==> config.mk <==
export PLATFORM = sky130hd
export DESIGN_NAME = lsm_axi_addr
export DESIGN_NICKNAME = d
export VERILOG_FILES = /design/src/hdl/lsm_pkg.sv /design/src/hdl/lsm_axi_addr.sv
export SDC_FILE = /design/constraint.sdc
export NUM_CORES = 1
export LEC_CHECK = 0
export ABC_AREA = 1
export BUFFER_PORTS_ARGS = -buffer_cell sky130_fd_sc_hd__buf_4
export CORE_UTILIZATION = 45
export DETAILED_ROUTE_END_ITERATION = 8
export GPL_TIMING_DRIVEN = 1
export PLACE_DENSITY = 0.74
export SLEW_MARGIN = 25
export SYNTH_ARGS = -nofsm -noshare
export SYNTH_HDL_FRONTEND = slang
export SYNTH_SLANG_ARGS = --single-unit
==> constraint.sdc <==
create_clock -name clk -period 3.6 [get_ports clk]
set_clock_uncertainty 0.1 [all_clocks]
set_input_delay 0.72 -clock clk [delete_from_list [all_inputs] [get_ports clk]]
set_output_delay 0.72 -clock clk [all_outputs]
set_load 0.1 [all_outputs]
==> src/hdl/lsm_pkg.sv <==
// package: constants and types for the multiple-access address generator
package lsm_pkg;

  localparam int          ADDR_W        = 32;
  localparam int          CNT_W         = 5;
  localparam logic [4:0]  CNT_ZERO      = 5'h00;
  localparam logic [4:0]  CNT_ONE       = 5'h01;
  localparam logic [4:0]  CNT_TWO       = 5'h02;
  localparam logic [2:0]  SIZE_32       = 3'h2;
  localparam logic [2:0]  SIZE_64       = 3'h3;
  localparam logic [3:0]  LEN_SINGLE    = 4'h0;
  localparam logic [1:0]  BURST_INCR    = 2'h1;
  localparam logic [1:0]  LOCK_NORMAL   = 2'h0;
  localparam logic [2:0]  LOW_DW        = 3'h0;
  localparam logic [2:0]  LOW_ODD_STORE = 3'h4;
  localparam logic [2:0]  LOW_WORD_MASK = 3'h4;
  localparam logic [ADDR_W-1:0] DW_STEP = 32'h0000_0008;
  localparam int          EN_SYNC_DEPTH = 3;

  typedef struct packed {
    logic [ADDR_W-1:0] addr;
    logic [3:0]        len;
    logic [2:0]        size;
    logic [1:0]        burst;
    logic [1:0]        lock;
  } lsm_addr_t;

  typedef struct packed {
    logic [ADDR_W-1:0] base;
    logic [CNT_W-1:0]  regs;
    logic              is_store;
  } lsm_req_t;

  typedef enum logic [1:0] {
    LSM_IDLE  = 2'b00,
    LSM_ISSUE = 2'b01,
    LSM_WAIT  = 2'b10
  } lsm_state_t;

endpackage : lsm_pkg

==> src/hdl/lsm_axi_addr.sv <==
// module: address phase generator for uncached load/store multiples
`timescale 1ns/1ps
module lsm_axi_addr
  import lsm_pkg::*;
(
  // clock and reset
  input  wire logic      clk,
  input  wire logic      rst_n,
  // bus clock enable from the system
  input  wire logic      bus_clock_gate_enable,
  // request from the load/store unit
  input  wire logic      req_valid,
  input  wire lsm_req_t  req,
  output logic           req_ready,
  // read address channel
  output logic           arvalid,
  output lsm_addr_t      ar,
  input  wire logic      arready,
  // write address channel
  output logic           awvalid,
  output lsm_addr_t      aw,
  input  wire logic      awready
);

  ////////////////////////////////////////////////////////////////////////
  // access shaping
  function automatic lsm_addr_t shape(input logic [ADDR_W-1:0] a,
                                      input logic              store,
                                      input logic              odd,
                                      input logic              even_register_count,
                                      input logic              first_access_flag,
                                      input logic              last_access_flag);
    lsm_addr_t r;
    r.len   = LEN_SINGLE;
    r.burst = BURST_INCR;
    r.lock  = LOCK_NORMAL;
    r.addr  = {a[ADDR_W-1:3], LOW_DW};
    r.size  = SIZE_64;
    if (!odd) begin
      if (first_access_flag && last_access_flag && !even_register_count)
        r.size = SIZE_32;
    end else if (first_access_flag) begin
      r.size = SIZE_32;
      r.addr = store ? {a[ADDR_W-1:3], LOW_ODD_STORE}
                     : {a[ADDR_W-1:3], a[2:0] & LOW_WORD_MASK};
    end else if (last_access_flag && even_register_count) begin
      r.size = SIZE_32;
    end
    return r;
  endfunction : shape

  ////////////////////////////////////////////////////////////////////////
  // state
  lsm_state_t        state_reg, state_next;
  logic [ADDR_W-1:0] addr_reg, addr_next;
  logic [CNT_W-1:0]  left_reg, left_next;
  logic              store_reg, store_next;
  logic              odd_reg, odd_next;
  logic              even_reg, even_next;
  logic              first_reg, first_next;
  logic              ready_reg, ready_next;
  logic              arv_reg, arv_next;
  logic              awv_reg, awv_next;
  lsm_addr_t         chan_reg, chan_next;
  logic              last_now;
  logic [CNT_W-1:0]  words_now;
  logic              odd_first;
  logic              hand_now;

  ////////////////////////////////////////////////////////////////////////
  // step planning
  // last access: the rest fits in one access
  function automatic logic step_last(input logic [CNT_W-1:0] left,
                                     input logic             odd_first_in);
    logic l;
    l = 1'b0;
    if (left <= CNT_TWO) begin
      if (!odd_first_in || left == CNT_ONE) begin
        l = 1'b1;
      end
    end
    return l;
  endfunction : step_last

  // registers consumed: odd first takes one, a last access takes the rest, else a pair
  function automatic logic [CNT_W-1:0] step_words(input logic [CNT_W-1:0] left,
                                                  input logic             odd_first_in);
    logic [CNT_W-1:0] w;
    w = odd_first_in ? CNT_ONE : CNT_TWO;
    if (step_last(left, odd_first_in)) begin
      w = left;
    end
    return w;
  endfunction : step_words

  always_comb begin
    odd_first = odd_reg && first_reg;
    last_now  = step_last(left_reg, odd_first);
    words_now = step_words(left_reg, odd_first);
    hand_now  = (arv_reg && arready) || (awv_reg && awready);
  end

  always_comb begin
    state_next = state_reg;
    addr_next  = addr_reg;
    left_next  = left_reg;
    store_next = store_reg;
    odd_next   = odd_reg;
    even_next  = even_reg;
    first_next = first_reg;
    ready_next = ready_reg;
    arv_next   = arv_reg;
    awv_next   = awv_reg;
    chan_next  = chan_reg;
    if (bus_clock_gate_enable) begin
      case (state_reg)
        LSM_IDLE: begin
          ready_next = 1'b1;
          if (ready_reg && req_valid && req.regs != CNT_ZERO) begin
            addr_next  = req.base;
            left_next  = req.regs;
            store_next = req.is_store;
            odd_next   = req.base[2];
            even_next  = ~req.regs[0];
            first_next = 1'b1;
            ready_next = 1'b0;
            state_next = LSM_ISSUE;
          end
        end
        LSM_ISSUE: begin
          chan_next  = shape(addr_reg, store_reg, odd_reg, even_reg, first_reg, last_now);
          arv_next   = ~store_reg;
          awv_next   = store_reg;
          state_next = LSM_WAIT;
        end
        LSM_WAIT: begin
          if (hand_now) begin
            arv_next   = 1'b0;
            awv_next   = 1'b0;
            first_next = 1'b0;
            left_next  = left_reg - words_now;
            addr_next  = {addr_reg[ADDR_W-1:3], LOW_DW} + DW_STEP;
            state_next = last_now ? LSM_IDLE : LSM_ISSUE;
          end
        end
        default: state_next = LSM_IDLE;
      endcase
    end
  end

  // all state on the core clock rising edge, gated by the enable
  always_ff @(posedge clk or negedge rst_n) begin
    if (!rst_n) begin
      state_reg <= LSM_IDLE;
      addr_reg  <= '0;
      left_reg  <= '0;
      store_reg <= 1'b0;
      odd_reg   <= 1'b0;
      even_reg  <= 1'b0;
      first_reg <= 1'b0;
      ready_reg <= 1'b0;
      arv_reg   <= 1'b0;
      awv_reg   <= 1'b0;
      chan_reg  <= '0;
    end else begin
      state_reg <= state_next;
      addr_reg  <= addr_next;
      left_reg  <= left_next;
      store_reg <= store_next;
      odd_reg   <= odd_next;
      even_reg  <= even_next;
      first_reg <= first_next;
      ready_reg <= ready_next;
      arv_reg   <= arv_next;
      awv_reg   <= awv_next;
      chan_reg  <= chan_next;
    end
  end

  ////////////////////////////////////////////////////////////////////////
  // outputs
  assign req_ready = ready_reg;
  assign arvalid   = arv_reg;
  assign awvalid   = awv_reg;
  assign ar        = chan_reg;
  assign aw        = chan_reg;

endmodule : lsm_axi_addr

==> metrics.txt <==
# TYPE chip_impl_metric gauge
chip_impl_info{name="outcome",value="complete, no violations"} 1
chip_impl_info{name="critPathCaptureType",value="flop"} 1
chip_impl_metric{name="gr-total-overflow",unit=""} 0
chip_impl_info{name="critical_path.startpoint_type",value="flop"} 1
chip_impl_info{name="rsz0062_at_grt",value="no"} 1
chip_impl_metric{name="finalNonFillerCells",unit=""} 872
chip_impl_metric{name="die_area",unit="µm²"} 10600
chip_impl_metric{name="die_height",unit="µm"} 103
chip_impl_info{name="criticalPathCategory",value="flop to flop"} 1
chip_impl_metric{name="yosys_reg_bits",unit=""} 76
chip_impl_metric{name="min_period",unit="ns"} 2.31
chip_impl_metric{name="final_setup_violations",unit=""} 0
chip_impl_metric{name="finalHoldViolCount",unit=""} 0
chip_impl_metric{name="initial_antenna_violation_count",unit=""} 0
chip_impl_metric{name="synth_area",unit="µm²"} 4590
chip_impl_metric{name="critical_path_required",unit="ns"} 3.78
chip_impl_metric{name="synth_warnings",unit=""} 0
chip_impl_metric{name="dpl.cell_count",unit=""} 859
chip_impl_metric{name="cp_max_fo",unit=""} 33
chip_impl_info{name="cts-root-buf",value="sky130_fd_sc_hd__clkbuf_8"} 1
chip_impl_metric{name="dp_hpwl",unit="µm"} 8350
chip_impl_metric{name="worstSkewPairLatency",unit="ns"} 0.36
chip_impl_metric{name="finalSetupTns",unit="ns"} 0
chip_impl_metric{name="route.vias.total",unit=""} 4270
chip_impl_metric{name="detail_route.wirelength",unit="µm"} 11300
chip_impl_metric{name="final-max-slew-violation-count",unit=""} 0
chip_impl_metric{name="critical_path_buf_inv_count",unit=""} 2
chip_impl_metric{name="timing.final.crit_share",unit=""} 0.642
chip_impl_metric{name="design.core.area",unit="µm²"} 9820
chip_impl_info{name="path_delay_family",value="buffers and inverters"} 1
chip_impl_metric{name="cts_inserted_buffers",unit=""} 9
chip_impl_metric{name="viasPerCell",unit=""} 4.90
chip_impl_info{name="crit_path_cell_trace",value="inv_2 > nor2_4 > nand3_1 > nand2_1 > nor2_1 > nand2_1 > inv_2 > o21ai_0 > o21ai_0"} 1
chip_impl_metric{name="slew-limit-headroom",unit=""} 0.533
chip_impl_metric{name="max_reg_flops",unit=""} 32
chip_impl_metric{name="die_w",unit="µm"} 103
chip_impl_metric{name="arrival",unit="ns"} 2.49
chip_impl_metric{name="synth_area_per_cell",unit="µm²"} 6.86
chip_impl_metric{name="tightestPinTransition",unit="ns"} 0.701
chip_impl_metric{name="floorplan_row_count",unit=""} 36
chip_impl_info{name="timing.rr.end",value="state_reg[0]$_DFFE_PN0P_"} 1
chip_impl_metric{name="clock_sinks",unit=""} 76
chip_impl_metric{name="via_count_of_the_first_global_routing_pass",unit=""} 3679
chip_impl_metric{name="synth_cell_type_count",unit=""} 25
chip_impl_metric{name="cpPeakStageDelay",unit="ns"} 0.55
chip_impl_metric{name="floorplan.initialDensity",unit=""} 0.467
chip_impl_metric{name="layout_overhead_on_the_synthesized_area",unit="%"} 16.2
chip_impl_metric{name="maxClockFrequency",unit="MHz"} 433
chip_impl_info{name="tritoncts",value="yes"} 1
chip_impl_metric{name="design.final.nets",unit=""} 785
chip_impl_info{name="timing.rr.start",value="state_reg[1]$_DFFE_PN0P_"} 1
chip_impl_metric{name="cts_max_path_buffers",unit=""} 2
chip_impl_metric{name="clk_pin_slew_worst_paths",unit="ns"} 0.08
chip_impl_metric{name="detail_route.first_pass.iterations",unit=""} 4
chip_impl_metric{name="syn_inst",unit=""} 668
chip_impl_metric{name="cts_repair_resize_count",unit=""} 0
chip_impl_metric{name="setup_repair_bufs_after_cts",unit=""} 0
chip_impl_info{name="worst_hold_path_type",value="input pin to asynchronous set/reset pin"} 1
chip_impl_metric{name="cts-htree-levels",unit=""} 3
chip_impl_metric{name="antenna-diode-count",unit=""} 0
chip_impl_metric{name="first_iter_violations",unit=""} 235
chip_impl_metric{name="post_route_cells_drive_above_1_share",unit=""} 0.177
chip_impl_metric{name="timing.max_cap.violations",unit=""} 0
chip_impl_info{name="cp_max_stage_cell",value="sky130_fd_sc_hd__dfrtp_1"} 1
chip_impl_metric{name="cts-hold-fix-buffers",unit=""} 0
chip_impl_metric{name="drt.antenna.violating_nets",unit=""} 0
chip_impl_metric{name="rr_worst_depth",unit=""} 9
chip_impl_metric{name="remaining_drc_errors",unit=""} 0
chip_impl_metric{name="pin_count_of_the_biggest_net_entering_global_routing",unit=""} 77
chip_impl_metric{name="place.port_buffers",unit=""} 110
chip_impl_metric{name="ys_seq_area_frac",unit=""} 0.415
chip_impl_metric{name="wl_per_cell",unit="µm"} 12.9
chip_impl_metric{name="global_route_wire_length_before_repair",unit="µm"} 18000
chip_impl_metric{name="pin_count",unit=""} 133
chip_impl_metric{name="r2r_setup_slack",unit="ns"} 1.29
chip_impl_metric{name="globalplace.congestion",unit=""} 0.880
chip_impl_metric{name="grtUsageTotal",unit=""} 0.225
[synth_stat cells, drive strengths merged]
| library cell | n | area [µm²] |
|---|---|---|
| conb | 1 | 3.75 |
| a21oi | 2 | 10.0 |
| dfrtp | 76 | 1900 |
| o21ai | 72 | 360 |
| nand4 | 6 | 37.5 |
| o211ai | 1 | 7.51 |
| o21a | 1 | 7.51 |
| nand3 | 47 | 235 |
| fa | 1 | 20.0 |
| ha | 3 | 37.5 |
| buf | 62 | 454 |
| a31o | 1 | 8.76 |
| inv | 56 | 210 |
| xor2 | 1 | 8.76 |
| nand2 | 232 | 871 |
| o31ai | 1 | 7.51 |
| nor2 | 92 | 353 |
| or2 | 1 | 6.26 |
| clkbuf | 12 | 45.0 |
[cell usage in the layout, fill, tap and decap left out]
cell and n:
sky130_fd_sc_hd__dfrtp_1 76, sky130_fd_sc_hd__buf_4 112, sky130_fd_sc_hd__o21a_1 1, sky130_fd_sc_hd__inv_2 2, sky130_fd_sc_hd__nand3_2 1, sky130_fd_sc_hd__nand2_1 232
sky130_fd_sc_hd__o31ai_1 1, sky130_fd_sc_hd__inv_1 54, sky130_fd_sc_hd__conb_1 20, sky130_fd_sc_hd__clkinvlp_4 1, sky130_fd_sc_hd__nand4_1 6, sky130_fd_sc_hd__fa_1 1
sky130_fd_sc_hd__clkbuf_8 9, sky130_fd_sc_hd__xor2_1 1, sky130_fd_sc_hd__nor2_4 1, sky130_fd_sc_hd__ha_1 3, sky130_fd_sc_hd__o21ai_1 11, sky130_fd_sc_hd__o211ai_1 1
sky130_fd_sc_hd__a31o_2 1, sky130_fd_sc_hd__buf_6 1, sky130_fd_sc_hd__nor2_1 91, sky130_fd_sc_hd__a21oi_1 2, sky130_fd_sc_hd__o21ai_0 61, sky130_fd_sc_hd__nand3_1 46
sky130_fd_sc_hd__clkinv_2 2, sky130_fd_sc_hd__or2_2 1, sky130_fd_sc_hd__clkbuf_1 1
[layer usage]
metal,GRT usage,routed length (µm),part of all wire
met5,0,0,0
met2,0.344,5010,0.44
met3,0.0359,592,0.052
met1,0.320,5510,0.49
met4,0.0878,170,0.015
[final cells by class]
cell class / instances / area, µm²
Fill cell: 983 / 4490
Multi-Input combinational cell: 481 / 2050
Sequential cell: 76 / 1900
Timing Repair Buffer: 113 / 852
Inverter: 56 / 210
Tap cell: 133 / 166
Clock buffer: 10 / 128
Clock inverter: 3 / 17.5
[how the worst max path moves through the flow]
stage | from | endpoint | slack (ns) | depth (start not counted)
6_report | state_reg[1]$_DFFE_PN0P_ | state_reg[0]$_DFFE_PN0P_ | 1.29 | 9
5_1_grt | state_reg[1]$_DFFE_PN0P_ | state_reg[0]$_DFFE_PN0P_ | 1.08 | 9
4_1_cts | state_reg[1]$_DFFE_PN0P_ | state_reg[0]$_DFFE_PN0P_ | 1.26 | 9
3_5_place_dp | req[2] | state_reg[0]$_DFFE_PN0P_ | 1.15 | 9
3_3_place_gp | req[2] | state_reg[0]$_DFFE_PN0P_ | 1.20 | 9
2_1_floorplan | ar[5]$_DFFE_PN0P_ | ar[5] | 1.41 | 1
[cells by family after synthesis]
family,after synthesis,synth area share
other cells,1,0.000818
compound gates,78,0.0876
buf+inv,130,0.155
xor+xnor,1,0.00191
simple gates,378,0.328
fa+ha+maj,4,0.0126
flops,76,0.415
[stage by stage]
stage	setup slack [ns]	utilization	hold slack, ns	cell area (µm²)
after floorplan	1.41	-	0.324	4660
after global placement	1.20	0.527	0.361	5180
after detailed placement	1.15	0.527	0.372	5180
after CTS	1.26	0.542	0.391	5320
after global routing	1.08	0.542	0.345	5330
final	1.29	0.542	0.284	5330
[worst register-to-register path, delay by kind of cell (launching register included)]
| family | cells | cell delay (ns) |
|---|---|---|
| buffers and inverters | 2 | 0.74 |
| AO/OA/AOI/OAI | 2 | 0.31 |
| AND/OR/NAND/NOR | 5 | 0.53 |
| flip-flops | 1 | 0.55 |
Power is left out: the tool's default activity adds up to more than one toggle a clock period on the data nets, which glitch-free logic cannot reach.
